**src/rtl/mwn_pkg.sv**
```systemverilog
// package with encodings, phase type and widths for the move/no-op decoder
package mwn_pkg;
	localparam int unsigned INSTR_W = 14;
	localparam int unsigned ADDR_W = 7;
	localparam int unsigned DATA_W = 8;
	// upper seven bits of the move-accumulator-to-file word
	localparam logic [6:0] MOVE_ACC_TO_FILE_TOP = 7'h01;
	// no-operation: all bits zero except the two don't-care bits 6:5
	localparam logic [13:0] NO_OPERATION_OP_MASK = 14'h3F9F;
	localparam logic [13:0] NO_OPERATION_OP_VAL = 14'h0000;
	localparam logic [1:0] PHASE_RESET = 2'h0;
	localparam logic [6:0] ADDR_RESET = 7'h00;
	localparam logic [7:0] DATA_RESET = 8'h00;
	typedef enum logic [1:0] {
		MWN_Q1,
		MWN_Q2,
		MWN_Q3,
		MWN_Q4
	} mwn_phase_e;
endpackage : mwn_pkg

```
**src/rtl/mwn_decode.sv**
```systemverilog
// decode and execute of move-accumulator-to-file and no-operation
`timescale 1ns/10ps
////////////////////////////////////////////////////////////////////////////////
// How it works
// - top bits 0000001 select move, low seven address
// - move writes accumulator to file, flags untouched
// - one cycle: decode, read, process, write in Q4
// - no-op is 000000 0xx00000, x ignored
// - no-op changes nothing but program counter
module mwn_decode (
	input wire logic clk_i,
	input wire logic srst_i,
	input wire logic [13:0] instr_i,
	input wire logic [7:0] acc_i,
	output logic [1:0] phase_o,
	output logic pc_inc_o,
	output logic file_rd_o,
	output logic [6:0] file_addr_o,
	output logic file_we_o,
	output logic [7:0] file_wdata_o,
	output logic status_we_o,
	output logic acc_we_o,
	output logic is_move_o,
	output logic is_nop_o,
	output logic illegal_o
);
	mwn_pkg::mwn_phase_e phase;
	logic cycle_end;

	mwn_phase_gen u_phase (
		.clk_i(clk_i),
		.srst_i(srst_i),
		.phase_o(phase),
		.cycle_end_o(cycle_end)
	);

	////////////////////////////////////////////////////////////////////////////
	// decode latched in Q1
	logic dec_move, dec_nop;
	logic is_move_q, is_move_d;
	logic is_nop_q, is_nop_d;
	logic illegal_q, illegal_d;
	logic [6:0] addr_q, addr_d;

	assign dec_move = (instr_i[13:7] == mwn_pkg::MOVE_ACC_TO_FILE_TOP);
	assign dec_nop = ((instr_i & mwn_pkg::NO_OPERATION_OP_MASK)
		== mwn_pkg::NO_OPERATION_OP_VAL);

	always_comb begin
		is_move_d = is_move_q;
		is_nop_d = is_nop_q;
		illegal_d = illegal_q;
		addr_d = addr_q;
		if (phase == mwn_pkg::MWN_Q1) begin
			is_move_d = dec_move;
			is_nop_d = dec_nop;
			illegal_d = !dec_move && !dec_nop;
			// a no-op leaves the last move address standing
			addr_d = dec_move ? instr_i[6:0] : addr_q;
		end
	end

	always_ff @(posedge clk_i) begin
		if (srst_i) begin
			is_move_q <= 1'b0;
			is_nop_q <= 1'b0;
			illegal_q <= 1'b0;
			addr_q <= mwn_pkg::ADDR_RESET;
		end else begin
			is_move_q <= is_move_d;
			is_nop_q <= is_nop_d;
			illegal_q <= illegal_d;
			addr_q <= addr_d;
		end
	end

	////////////////////////////////////////////////////////////////////////////
	// write data captured at the end of Q3
	logic [7:0] wdata_q, wdata_d;

	always_comb begin
		wdata_d = wdata_q;
		if (phase == mwn_pkg::MWN_Q3 && is_move_q) begin
			wdata_d = acc_i;
		end
	end

	always_ff @(posedge clk_i) begin
		if (srst_i) begin
			wdata_q <= mwn_pkg::DATA_RESET;
		end else begin
			wdata_q <= wdata_d;
		end
	end

	////////////////////////////////////////////////////////////////////////////
	// outputs
	assign phase_o = phase;
	assign pc_inc_o = cycle_end;
	assign file_rd_o = is_move_q && (phase == mwn_pkg::MWN_Q2);
	assign file_we_o = is_move_q && (phase == mwn_pkg::MWN_Q4);
	assign file_addr_o = addr_q;
	assign file_wdata_o = wdata_q;
	assign status_we_o = 1'b0;
	assign acc_we_o = 1'b0;
	assign is_move_o = is_move_q;
	assign is_nop_o = is_nop_q;
	assign illegal_o = illegal_q;

	////////////////////////////////////////////////////////////////////////////
	// checks: phase sequence
	a_phase_q1_q2: assert property (@(posedge clk_i) disable iff (srst_i)
		phase == mwn_pkg::MWN_Q1 |=> phase == mwn_pkg::MWN_Q2)
		else $error("phase after Q1 wrong");
	a_phase_q2_q3: assert property (@(posedge clk_i) disable iff (srst_i)
		phase == mwn_pkg::MWN_Q2 |=> phase == mwn_pkg::MWN_Q3)
		else $error("phase after Q2 wrong");
	a_phase_q3_q4: assert property (@(posedge clk_i) disable iff (srst_i)
		phase == mwn_pkg::MWN_Q3 |=> phase == mwn_pkg::MWN_Q4)
		else $error("phase after Q3 wrong");
	a_phase_q4_q1: assert property (@(posedge clk_i) disable iff (srst_i)
		phase == mwn_pkg::MWN_Q4 |=> phase == mwn_pkg::MWN_Q1)
		else $error("phase after Q4 wrong");
	a_reset_state: assert property (@(posedge clk_i)
		srst_i |=> phase == mwn_pkg::MWN_Q1 && !is_move_q && !is_nop_q
		&& !illegal_q && !file_we_o && !file_rd_o)
		else $error("reset state wrong");
	a_pc_in_q4: assert property (@(posedge clk_i) disable iff (srst_i)
		phase == mwn_pkg::MWN_Q4 |-> pc_inc_o)
		else $error("no program counter step in Q4");
	a_pc_one_clock: assert property (@(posedge clk_i) disable iff (srst_i)
		pc_inc_o |=> !pc_inc_o)
		else $error("program counter step too long");

	////////////////////////////////////////////////////////////////////////////
	// checks: move
	a_move_write_q4: assert property (@(posedge clk_i) disable iff (srst_i)
		file_we_o |-> phase == mwn_pkg::MWN_Q4 && is_move_q)
		else $error("file write outside move Q4");
	a_write_one_clock: assert property (@(posedge clk_i) disable iff (srst_i)
		file_we_o |=> !file_we_o)
		else $error("file write too long");
	a_read_q2_only: assert property (@(posedge clk_i) disable iff (srst_i)
		file_rd_o |-> phase == mwn_pkg::MWN_Q2 && is_move_q)
		else $error("file read outside move Q2");
	a_rd_one_clock: assert property (@(posedge clk_i) disable iff (srst_i)
		file_rd_o |=> !file_rd_o)
		else $error("file read too long");
	a_move_addr: assert property (@(posedge clk_i) disable iff (srst_i)
		phase == mwn_pkg::MWN_Q1 && dec_move |-> ##3 file_we_o
		&& file_addr_o == $past(instr_i[6:0], 3))
		else $error("move address wrong");
	a_move_data: assert property (@(posedge clk_i) disable iff (srst_i)
		phase == mwn_pkg::MWN_Q3 && is_move_q |=> file_wdata_o == $past(acc_i))
		else $error("move data not accumulator");
	a_move_read_q2: assert property (@(posedge clk_i) disable iff (srst_i)
		phase == mwn_pkg::MWN_Q1 && dec_move |=> file_rd_o ##1 !file_rd_o
		##1 file_we_o)
		else $error("move phase order wrong");
	a_move_pc: assert property (@(posedge clk_i) disable iff (srst_i)
		phase == mwn_pkg::MWN_Q1 && dec_move |-> ##3 pc_inc_o ##1
		phase == mwn_pkg::MWN_Q1)
		else $error("move not one cycle");
	a_addr_held: assert property (@(posedge clk_i) disable iff (srst_i)
		!(phase == mwn_pkg::MWN_Q1 && dec_move) |=> $stable(file_addr_o))
		else $error("file address changed outside move decode");
	a_data_held: assert property (@(posedge clk_i) disable iff (srst_i)
		!(phase == mwn_pkg::MWN_Q3 && is_move_q) |=> $stable(file_wdata_o))
		else $error("write data changed outside move Q3");
	a_flags_kept: assert property (@(posedge clk_i) disable iff (srst_i)
		!status_we_o)
		else $error("status written");

	////////////////////////////////////////////////////////////////////////////
	// checks: no-op
	a_nop_decode: assert property (@(posedge clk_i) disable iff (srst_i)
		phase == mwn_pkg::MWN_Q1 && instr_i[13:7] == 7'h00
		&& instr_i[4:0] == 5'h00 |=> is_nop_q)
		else $error("no-op missed");
	a_nop_quiet: assert property (@(posedge clk_i) disable iff (srst_i)
		is_nop_q |-> !file_we_o && !file_rd_o && !acc_we_o)
		else $error("no-op touched state");
	a_nop_one_cycle: assert property (@(posedge clk_i) disable iff (srst_i)
		phase == mwn_pkg::MWN_Q1 && dec_nop |-> ##3 pc_inc_o ##1
		phase == mwn_pkg::MWN_Q1)
		else $error("no-op not one cycle");
	a_nop_addr_kept: assert property (@(posedge clk_i) disable iff (srst_i)
		phase == mwn_pkg::MWN_Q1 && dec_nop |=> $stable(file_addr_o))
		else $error("no-op changed file address");
	a_nop_data_kept: assert property (@(posedge clk_i) disable iff (srst_i)
		is_nop_q && phase == mwn_pkg::MWN_Q3 |=> $stable(file_wdata_o))
		else $error("no-op changed write data");
	a_status_nop: assert property (@(posedge clk_i) disable iff (srst_i)
		is_nop_q |-> !status_we_o && !acc_we_o)
		else $error("no-op wrote flags or accumulator");
	a_acc_kept: assert property (@(posedge clk_i) disable iff (srst_i)
		!acc_we_o)
		else $error("accumulator written");
	a_decode_excl: assert property (@(posedge clk_i) disable iff (srst_i)
		!(is_move_q && is_nop_q))
		else $error("move and no-op both decoded");

	////////////////////////////////////////////////////////////////////////////
	// checks: other words
	a_illegal_decode: assert property (@(posedge clk_i) disable iff (srst_i)
		phase == mwn_pkg::MWN_Q1 && !dec_move && !dec_nop
		|=> illegal_q && !is_move_q && !is_nop_q)
		else $error("unsupported word not flagged");
	a_illegal_quiet: assert property (@(posedge clk_i) disable iff (srst_i)
		illegal_q |-> !file_we_o && !file_rd_o)
		else $error("unsupported word touched file");
	a_illegal_pc: assert property (@(posedge clk_i) disable iff (srst_i)
		phase == mwn_pkg::MWN_Q1 && !dec_move && !dec_nop |-> ##3 pc_inc_o)
		else $error("unsupported word stalled program counter");

	////////////////////////////////////////////////////////////////////////////
	// coverage
	c_move: cover property (@(posedge clk_i) disable iff (srst_i) file_we_o);
	c_nop: cover property (@(posedge clk_i) disable iff (srst_i)
		is_nop_q && pc_inc_o);
	c_nop_dc: cover property (@(posedge clk_i) disable iff (srst_i)
		phase == mwn_pkg::MWN_Q1 && dec_nop && instr_i[6:5] == 2'h3);
	c_illegal: cover property (@(posedge clk_i) disable iff (srst_i)
		illegal_q && pc_inc_o);
	c_move_top: cover property (@(posedge clk_i) disable iff (srst_i)
		file_we_o && file_addr_o == 7'h7F);
endmodule : mwn_decode

```
**src/rtl/mwn_phase_gen.sv**
```systemverilog
// four-phase instruction cycle sequencer
`timescale 1ns/10ps
module mwn_phase_gen (
	input wire logic clk_i,
	input wire logic srst_i,
	output mwn_pkg::mwn_phase_e phase_o,
	output logic cycle_end_o
);
	mwn_pkg::mwn_phase_e phase_q, phase_d;

	always_comb begin
		unique case (phase_q)
			mwn_pkg::MWN_Q1: phase_d = mwn_pkg::MWN_Q2;
			mwn_pkg::MWN_Q2: phase_d = mwn_pkg::MWN_Q3;
			mwn_pkg::MWN_Q3: phase_d = mwn_pkg::MWN_Q4;
			mwn_pkg::MWN_Q4: phase_d = mwn_pkg::MWN_Q1;
		endcase
	end

	always_ff @(posedge clk_i) begin
		if (srst_i) begin
			phase_q <= mwn_pkg::MWN_Q1;
		end else begin
			phase_q <= phase_d;
		end
	end

	assign phase_o = phase_q;
	assign cycle_end_o = (phase_q == mwn_pkg::MWN_Q4);
endmodule : mwn_phase_gen

```
**config.mk**
```make
export PLATFORM = sky130hd
export DESIGN_NAME = mwn_decode
export DESIGN_NICKNAME = d
export VERILOG_FILES = /design/src/rtl/mwn_pkg.sv /design/src/rtl/mwn_decode.sv /design/src/rtl/mwn_phase_gen.sv
export SDC_FILE = /design/constraint.sdc
export NUM_CORES = 1
export LEC_CHECK = 0
export BUFFER_PORTS_ARGS = -buffer_cell sky130_fd_sc_hd__buf_2
export CORE_ASPECT_RATIO = 1.25
export CORE_UTILIZATION = 30
export DETAILED_ROUTE_END_ITERATION = 12
export PLACE_DENSITY_LB_ADDON = 0.25
export SLEW_MARGIN = 20
export SYNTH_ARGS = -nofsm -noshare
export SYNTH_HDL_FRONTEND = slang
export SYNTH_SLANG_ARGS = --single-unit
```
**constraint.sdc**
```tcl
create_clock -name clk_i -period 1.4 [get_ports clk_i]
set_input_delay 0.14 -clock clk_i [delete_from_list [all_inputs] [get_ports clk_i]]
set_output_delay 0.14 -clock clk_i [all_outputs]
set_load 0.01 [all_outputs]
```
==> impl_metrics.py, run 1 <==
metrics = {
    "drt": {
        "drtIter0Drc": 9,
        "wl_per_cell_um": 10.4,
        "wl_mm": 1.89,
        "route.detailed.drc": 1,
        "viasPerCell": 4.47,
        "drtPass1Iterations": 8,
        "num_vias": 813,
        "ant_nets": 0,
    },
    "worst_setup_path": {
        "max_stage_delay_ns": 0.36,
        "slowest_stage": "dfxtp_1",
        "critical_path_class": "reg -> reg",
        "r2r-start": "u_phase.phase_o[0]$_SDFF_PP0_",
        "path_cells": "inv_1 > ha_2 > and4_1 > buf_12 > mux2i_1",
        "crit_required_ns": 1.62,
        "cp-end-kind": "register",
        "critPathMaxFanout": 8,
        "critical_path_arrival_ns": 1.53,
        "critPathLaunchType": "register",
        "crit_start": "u_phase.phase_o[0]$_SDFF_PP0_",
    },
    "synth": {
        "synth_cell_types": 27,
        "synth_edf_count": 0,
        "synthTopCellsByArea": "dfxtp_1 44%, nand2b_1 8.9%, mux2i_1 7.7%, ha_1 5.5%, a21oi_1 4.4%",
        "syn_avg_cell_area_um2": 9.12,
        "netlist_area_um2": 912,
        "syn_inst": 100,
        "yosys_register_bits": 20,
        "ys_seq_area_frac": 0.439,
        "synth_flop_cell": "dfxtp_1",
        "yosysTopAreaCell": "dfxtp_1",
        "async_flop_share": 0,
        "yosysTopAreaCellShare": 0.439,
        "yosys_warnings": 0,
    },
    "layout": {
        "drive_gt1_frac": 0.397,
        "diodes": 0,
        "finalNonFillerCells": 182,
        "synthToLayoutAreaGrowth_pct": 33.6,
        "nFillCells": 320,
        "layout.nets": 175,
    },
    "power": {
        "power.switching_w": 0.000319,
        "combPwrFrac": 0.201,
        "swShare": 0.269,
        "ir_worst_vdd_uv": 560,
        "pwr-share-seq": 0.523,
        "powerDensity_mw_per_mm2": 971,
        "leakagePower_nw": 0.569,
        "p_int_w": 0.000865,
        "pwr-share-clk": 0.275,
    },
    "run_status": {
        "outcome": "finished with violations",
        "violations": "design-rule violations",
    },
    "global_route": {
        "grtUsageTotal": 0.125,
        "grt_pass1_wl_mm": 3.09,
        "antenna_found_initial": 0,
        "grt_max_degree": 30,
        "overflow": 0,
        "grt_pass1_vias": 750,
    },
    "placed_design": {
        "portBuffers": 46,
        "dp_cells": 178,
        "dp_hpwl_mm": 1.42,
        "gp_congestion": 0.660,
    },
    "clocking": {
        "clk_pin_slew_ns": 0.11,
        "cts_tree": "done",
        "h-tree-depth": 1,
        "clockBufferDepth": 2,
        "cts_buffers": 3,
        "root_buffer": "clkbuf_4",
        "clkLatencyLatePin_ns": 0.29,
        "clock_sinks": 20,
    },
    "sta": {
        "drv_slew": 0,
        "hold_viol_final": 0,
        "rsz0062_at_grt": "no",
        "finalSetupViolCount": 0,
        "fmax_mhz": 764,
        "finalCritPeriodShare": 0.935,
        "whs_ns": 0.0855,
        "min_period_ns": 1.31,
        "finalSetupTns_ns": 0,
        "fin_worst_skew_ns": 0.00510,
    },
    "die": {
        "die_h_um": 63.7,
        "core_mm2": 0.00292,
        "start_util": 0.313,
        "io_pins": 49,
        "core.rowCount": 22,
        "die_x_um": 51.3,
        "dieArea_mm2": 0.00327,
    },
    "run": {
        "max_cap_viol_count": 0,
    },
    "min_path": {
        "min-delay-start": "acc_i[7]",
        "hold_path_class": "in -> reg",
    },
}
[synth_stat cells (2+ instances only)]
| cell | number |
|---|---|
| a21oi_1 | 8 |
| and2_1 | 2 |
| buf_2 | 2 |
| buf_4 | 2 |
| clkbuf_1 | 3 |
| dfxtp_1 | 20 |
| ha_1 | 4 |
| inv_1 | 2 |
| mux2i_1 | 7 |
| nand2_1 | 9 |
| nand2b_1 | 13 |
| nand3_1 | 8 |
| nor2_1 | 5 |
| nor2b_1 | 2 |
[layout make-up]
class                   instances  area [µm²]  share of cell area
clock buffers                   4        36.3              0.0298
well taps                      36        45.0              0.0370
multi-input cells              71         463               0.380
inverters                       2        7.51             0.00616
repair buffers                 49         265               0.218
flip-flops and latches         20         402               0.330
[through the flow]
stage / worst slack (ns) / power (W) / util / instance area [µm²]
3_5_place_dp: 0.0505 / 0.000868 / 0.404 / 1180
4_1_cts: 0.0209 / 0.00121 / 0.416 / 1210
6_report: 0.0905 / 0.00118 / 0.418 / 1220
3_3_place_gp: 0.108 / 0.000859 / 0.404 / 1180
5_1_grt: 0.00975 / 0.00127 / 0.418 / 1220
2_1_floorplan: 0.102 / 0.000771 / - / 916
[power groups by stage]
stage / registers (W) / logic [W] / clock network [W]
after detailed placement: 0.000631 / 0.000237 / 0
after global routing: 0.000623 / 0.000273 / 0.000374
after floorplan: 0.000641 / 0.000130 / 0
after CTS: 0.000618 / 0.000239 / 0.000350
after global placement: 0.000628 / 0.000231 / 0
final: 0.000620 / 0.000238 / 0.000326
[what timing repair did]
item,in CTS,in global routing
hold endpoints to repair,0,0
setup buffers,0,0
hold buffers,0,0
resized for setup,0,2
endpoints found under the setup margin,0,9
[cells by family after synthesis]
kind of cell / after synthesis / share of synthesized area
fa+ha+maj: 4 / 0.0549
simple gates: 47 / 0.291
mux: 7 / 0.0768
compound gates: 11 / 0.0741
buf+inv: 10 / 0.0604
other cells: 1 / 0.00411
flops: 20 / 0.439
[state kept, by name, indices dropped and copies added (netlist names)]
name	flops
file_addr_o	7
file_wdata_o	8
u_phase.phase_o	2
is_move_o	1
illegal_o	1
is_nop_o	1
[placed cells by master (no fill, tap or decap), types with 2 or more instances in the layout]
master,Yosys,routed
and2_1,2,2
mux2i_1,7,7
clkbuf_4,0,3
nor2b_1,2,2
buf_2,2,46
buf_4,2,2
conb_1,1,2
a21oi_1,8,8
inv_1,2,2
nand2_1,9,9
dfxtp_1,20,19
nor2_1,5,5
nand2b_1,13,13
nand3_1,8,8
ha_1,4,3
[per-layer routing]
metal / routed length, µm / vias to the layer above / part of all wire / GRT usage
met5: 0 / - / 0 / 0
met4: 12 / 0 / 0.0064 / 0.0608
met3: 143 / 2 / 0.076 / 0.0314
met2: 903 / 31 / 0.48 / 0.207
met1: 828 / 360 / 0.44 / 0.147
li1: - / 420 / - / -
[worst paths after layout]
kind | to | slack (ns) | cells past startpoint
worst max-delay path | file_addr_o[5]$_SDFFE_PP0P_ | 0.09 | 5
worst min-delay path | file_wdata_o[7]$_SDFFE_PP0P_ | 0.09 | 3
worst max register to register | file_addr_o[5]$_SDFFE_PP0P_ | 0.09 | 5
worst min register to register | file_wdata_o[3]$_SDFFE_PP0P_ | 0.46 | 2
[critical path: cells and delay by family, from the launching register on]
family	cells	cell delay (ns)
adder cells (fa/ha/maj)	1	0.23
buffers and inverters	2	0.24
flip-flops	1	0.36
multiplexers	1	0.18
AND/OR/NAND/NOR	1	0.23
(Power assumes the default switching activity.)
==> run 2, diff against run 1 <==
CORE_MARGIN = 2   (was not set)
==> run 2 against run 1 <==
The run now ends clean. Combinational power increased by 12%. First-iteration DRC count increased by 44%. Power increased by 2.2%. Clock skew increased by 0.0011 ns. Via count increased by 1.1%. Critical path depth decreased by 1. Die area increased by 7.2%. Non-clock buffer count increased by 1. Register-to-register slack improved by 0.03 ns. Sequential share of layout area decreased by 0.13 points. Fmax decreased by 0.84%. Largest cell class unchanged. Largest power group unchanged.
==> impl_metrics.py, run 2 (same netlist as run 1, synthesis figures left out) <==
metrics = {
    "clocking": {
        "postCtsSetupBuffers": 0,
        "clock_sinks": 20,
        "post_cts_resized": 0,
        "clk_pin_slew_ns": 0.10,
        "holdBufCountCts": 0,
        "cts_buffers": 3,
        "h-tree-depth": 1,
        "cts_tree": "done",
        "clkLatencyLatePin_ns": 0.29,
        "clockBufferDepth": 2,
        "root_buffer": "clkbuf_4",
    },
    "drt": {
        "ant_nets": 0,
        "drtPass1Iterations": 4,
        "drtIter0Drc": 13,
        "wl_mm": 1.90,
        "num_vias": 822,
        "route.detailed.drc": 0,
        "viasPerCell": 4.49,
        "wl_per_cell_um": 10.4,
    },
    "layout": {
        "layout.nets": 176,
        "largest_reg_flops": 8,
        "synthToLayoutAreaGrowth_pct": 34.2,
        "drive_gt1_frac": 0.401,
        "final_common_cell": "buf_2",
        "final_area_mm2": 0.00122,
        "diodes": 0,
        "layout_common_cells": "46 x buf_2, 19 x dfxtp_1, 13 x nand2b_1",
    },
    "power": {
        "ir_worst_vdd_uv": 371,
        "leakagePower_nw": 0.574,
        "powerDensity_mw_per_mm2": 989,
    },
    "placed_design": {
        "place_area_mm2": 0.00117,
        "portBuffers": 46,
        "gp_congestion": 0.708,
        "dp_hpwl_mm": 1.51,
        "dp_slack_ns": 0.0513,
    },
    "sta": {
        "min_period_ns": 1.32,
        "finalSetupViolCount": 0,
        "rsz0062_at_grt": "no",
        "finalCritPeriodShare": 0.943,
        "fin_worst_skew_ns": 0.00618,
        "finalSetupTns_ns": 0,
        "fin_ws_ns": 0.0793,
        "drv_slew": 0,
        "fmax_mhz": 757,
        "hold_viol_final": 0,
    },
    "die": {
        "die_x_um": 53.3,
        "core_mm2": 0.00292,
        "die_h_um": 65.7,
        "start_util": 0.313,
        "io_pins": 49,
        "core.rowCount": 22,
        "dieArea_mm2": 0.00350,
    },
    "worst_setup_path": {
        "cp-end-kind": "output pin",
        "critPathLaunchType": "register",
        "critPathMaxFanout": 4,
        "crit_required_ns": 1.26,
        "critical_path_arrival_ns": 1.18,
        "critical_path_class": "reg -> out",
    },
    "run_status": {
        "outcome": "complete, no violations",
    },
    "run": {
        "max_cap_viol_count": 0,
    },
    "global_route": {
        "grt_pass1_wl_mm": 3.03,
        "overflow": 0,
        "antenna_found_initial": 0,
        "grt_max_degree": 30,
        "grt_pass1_vias": 750,
        "grtUsageTotal": 0.114,
    },
    "min_path": {
        "hold_path_class": "in -> reg",
    },
}
[run 2: cell types whose count changed in the layout (fill, tap and decap cells not counted), sizes merged]
cell / change
buf: +1
[run 2: path summary, 6_finish.rpt]
kind / from / to / slack (ns) / cells after the start
hold / removal: acc_i[7] / file_wdata_o[7]$_SDFFE_PP0P_ / 0.09 / 3
setup reg to reg: u_phase.phase_o[0]$_SDFF_PP0_ / file_addr_o[3]$_SDFFE_PP0P_ / 0.12 / 5
setup / recovery: u_phase.phase_o[1]$_SDFF_PP0_ / file_rd_o / 0.08 / 4
hold reg to reg: file_wdata_o[2]$_SDFFE_PP0P_ / file_wdata_o[2]$_SDFFE_PP0P_ / 0.46 / 2
[run 2: metal layers]
layer | wire (µm) | part of all wire | GRT usage
met1 | 795 | 0.42 | 0.133
met3 | 168 | 0.088 | 0.0205
met2 | 939 | 0.49 | 0.201
met5 | 0 | 0 | 0
met4 | 0 | 0 | 0.0385
[run 2: area by class of cell]
type,count,area (µm²)
clock buffers,4,36.3
fillers,321,1690
inverters,2,7.51
multi-input cells,71,473
flip-flops and latches,20,402
well taps,36,45.0
repair buffers,50,260
[run 2: worst max-delay path, stage by stage (launching register included)]
cell,delay (ns)
dfxtp_2,0.36
inv_1,0.08
ha_1,0.18
and2_1,0.14
buf_2,0.13
[run 2: through the flow]
step	util	power, W	instances	hold WS (ns)
after floorplan	-	0.000771	101	0.286
after global placement	0.402	0.000858	179	0.392
after detailed placement	0.402	0.000869	179	0.400
after CTS	0.415	0.00120	183	0.0699
after global routing	0.419	0.00129	183	0.0697
final	0.419	0.00121	183	0.0891
[run 2: power by group]
part	total (W)	switching (W)	internal (W)
combinational	0.000266	0.000141	0.000125
clock	0.000327	0.000169	0.000158
sequential	0.000618	0.0000204	0.000597
total	0.00121	0.000330	0.000881
==> run 3, diff against run 2 <==
CORE_ASPECT_RATIO = 0.9   (was 1.25)
HOLD_SLACK_MARGIN = 0.12   (was not set)
==> run 3 against run 2 <==
Die area barely moved. Clock skew rose by 0.0035 ns. Clock power barely moved. Global-route usage rose by 1.0 points. Worst hold slack improved by 0.056 ns. Routed wire length rose by 10%. Critical endpoint is now illegal_o$_SDFFE_PP0N_. Highest routed layer is now met4.
==> impl_metrics.py, run 3 (same netlist as run 1, synthesis figures left out) <==
metrics = {
    "global_route": {
        "grt_pass1_wl_mm": 3.48,
        "use_met2": 0.225,
        "overflow": 0,
        "use_met3": 0.0521,
        "grt.met1_usage": 0.137,
        "grtUsageTotal": 0.124,
        "busiest_layer": "met2",
        "grt_pass1_vias": 829,
        "grt_max_degree": 30,
        "antenna_found_initial": 0,
    },
    "die": {
        "core_mm2": 0.00282,
        "start_util": 0.324,
        "core.rowCount": 18,
        "dieArea_mm2": 0.00350,
        "die_x_um": 62.1,
        "die_h_um": 56.3,
        "io_pins": 49,
    },
    "worst_setup_path": {
        "ff2ff_path_depth": 5,
        "slowest_stage": "dlygate4sd3_1",
        "critPathMaxFanout": 2,
        "max_stage_delay_ns": 0.54,
        "cp-end-kind": "register",
        "critical_path_arrival_ns": 1.51,
        "crit_family": "buffers and inverters",
        "crit_required_ns": 1.58,
        "critical_path_class": "in -> reg",
        "path_depth": 5,
        "path_cells": "dlygate4sd3_1 > buf_2 > or4_4 > nor2_2 > o32ai_1",
        "critPathLaunchType": "input port",
        "path_buf_inv": 2,
    },
    "layout": {
        "drive_gt1_frac": 0.369,
        "synthToLayoutAreaGrowth_pct": 49.0,
        "diodes": 0,
        "final_common_cell": "buf_2",
        "largest_reg_flops": 8,
        "layout.nets": 189,
        "finalNonFillerCells": 200,
        "layout_common_cells": "46 x buf_2, 19 x dfxtp_1, 14 x dlygate4sd3_1",
        "utilization": 0.483,
    },
    "power": {
        "leakagePower_nw": 0.629,
        "p_total_w": 0.00122,
        "ir_worst_vdd_uv": 517,
        "powerDensity_mw_per_mm2": 894,
    },
    "drt": {
        "route.detailed.drc": 0,
        "drtPass1Iterations": 2,
        "wl_mm": 2.10,
        "drtIter0Drc": 40,
        "viasPerCell": 4.22,
        "wl_per_cell_um": 10.5,
        "num_vias": 843,
        "ant_nets": 0,
    },
    "clocking": {
        "root_buffer": "clkbuf_4",
        "clockBufferDepth": 2,
        "cts_tree": "done",
        "cts_buffers": 3,
        "clkLatencyLatePin_ns": 0.30,
        "clock_sinks": 20,
        "h-tree-depth": 1,
        "clk_pin_slew_ns": 0.11,
    },
    "sta": {
        "finalCritPeriodShare": 0.949,
        "rsz0062_at_grt": "yes",
        "finalSetupTns_ns": 0,
        "fmax_mhz": 753,
        "min_period_ns": 1.33,
        "hold_viol_final": 0,
        "fin_worst_skew_ns": 0.00964,
        "finalSetupViolCount": 0,
        "drv_slew": 0,
    },
    "placed_design": {
        "gp_congestion": 0.771,
        "dp_hpwl_mm": 1.50,
        "dp_cells": 182,
        "portBuffers": 46,
    },
    "run_status": {
        "outcome": "complete, no violations",
    },
    "run": {
        "max_cap_viol_count": 0,
    },
    "min_path": {
        "min_path_cells": 3,
        "hold_path_class": "in -> reg",
    },
}
## run 3: worst paths after layout
kind                                  from                      endpoint  slack, ns
min                             instr_i[7]        illegal_o$_SDFFE_PP0N_       0.15
max reg2reg  u_phase.phase_o[0]$_SDFF_PP0_   file_addr_o[0]$_SDFFE_PP0P_       0.08
min reg2reg   file_wdata_o[7]$_SDFFE_PP0P_  file_wdata_o[7]$_SDFFE_PP0P_       0.46
max                             instr_i[2]        illegal_o$_SDFFE_PP0N_       0.07
## run 3: tightest hold or removal path, cell delays in order
cell and delay [ns]:
buf_2 0.09, or3_1 0.10, o32ai_1 0.07
## run 3: power by group
part           internal (W)  switching (W)
combinational      0.000136       0.000135
sequential         0.000597      0.0000210
clock              0.000158       0.000167
## run 3: routing by layer
layer / part of all wire / routed length, µm / vias up
met5: 0 / 0 / -
met3: 0.075 / 158 / 2
met1: 0.45 / 954 / 360
met4: 0.0048 / 10 / 0
li1: - / - / 447
met2: 0.47 / 979 / 34
## run 3: layout make-up
class | count | area (µm²)
fillers | 283 | 1460
inverters | 2 | 7.51
flip-flops and latches | 20 | 402
multi-input cells | 71 | 467
clock buffers | 4 | 36.3
repair buffers | 63 | 397
well taps | 40 | 50.0
## run 3: what timing repair did
item                                    4_1_cts  5_1_grt
hold buffers                                 14        0
hold endpoints to repair                     14        0
buffers inserted                              0        0
gates resized for setup                       0        4
endpoints found under the setup margin        0        9
## run 3: metrics by stage
stage / hold WS [ns] / worst slack, ns / cell area [µm²]
6_report: 0.145 / 0.0718 / 1360
2_1_floorplan: 0.286 / 0.102 / 916
5_1_grt: 0.138 / -0.0253 / 1360
3_5_place_dp: 0.403 / 0.0602 / 1170
3_3_place_gp: 0.398 / 0.102 / 1170
4_1_cts: 0.131 / 0.0219 / 1350
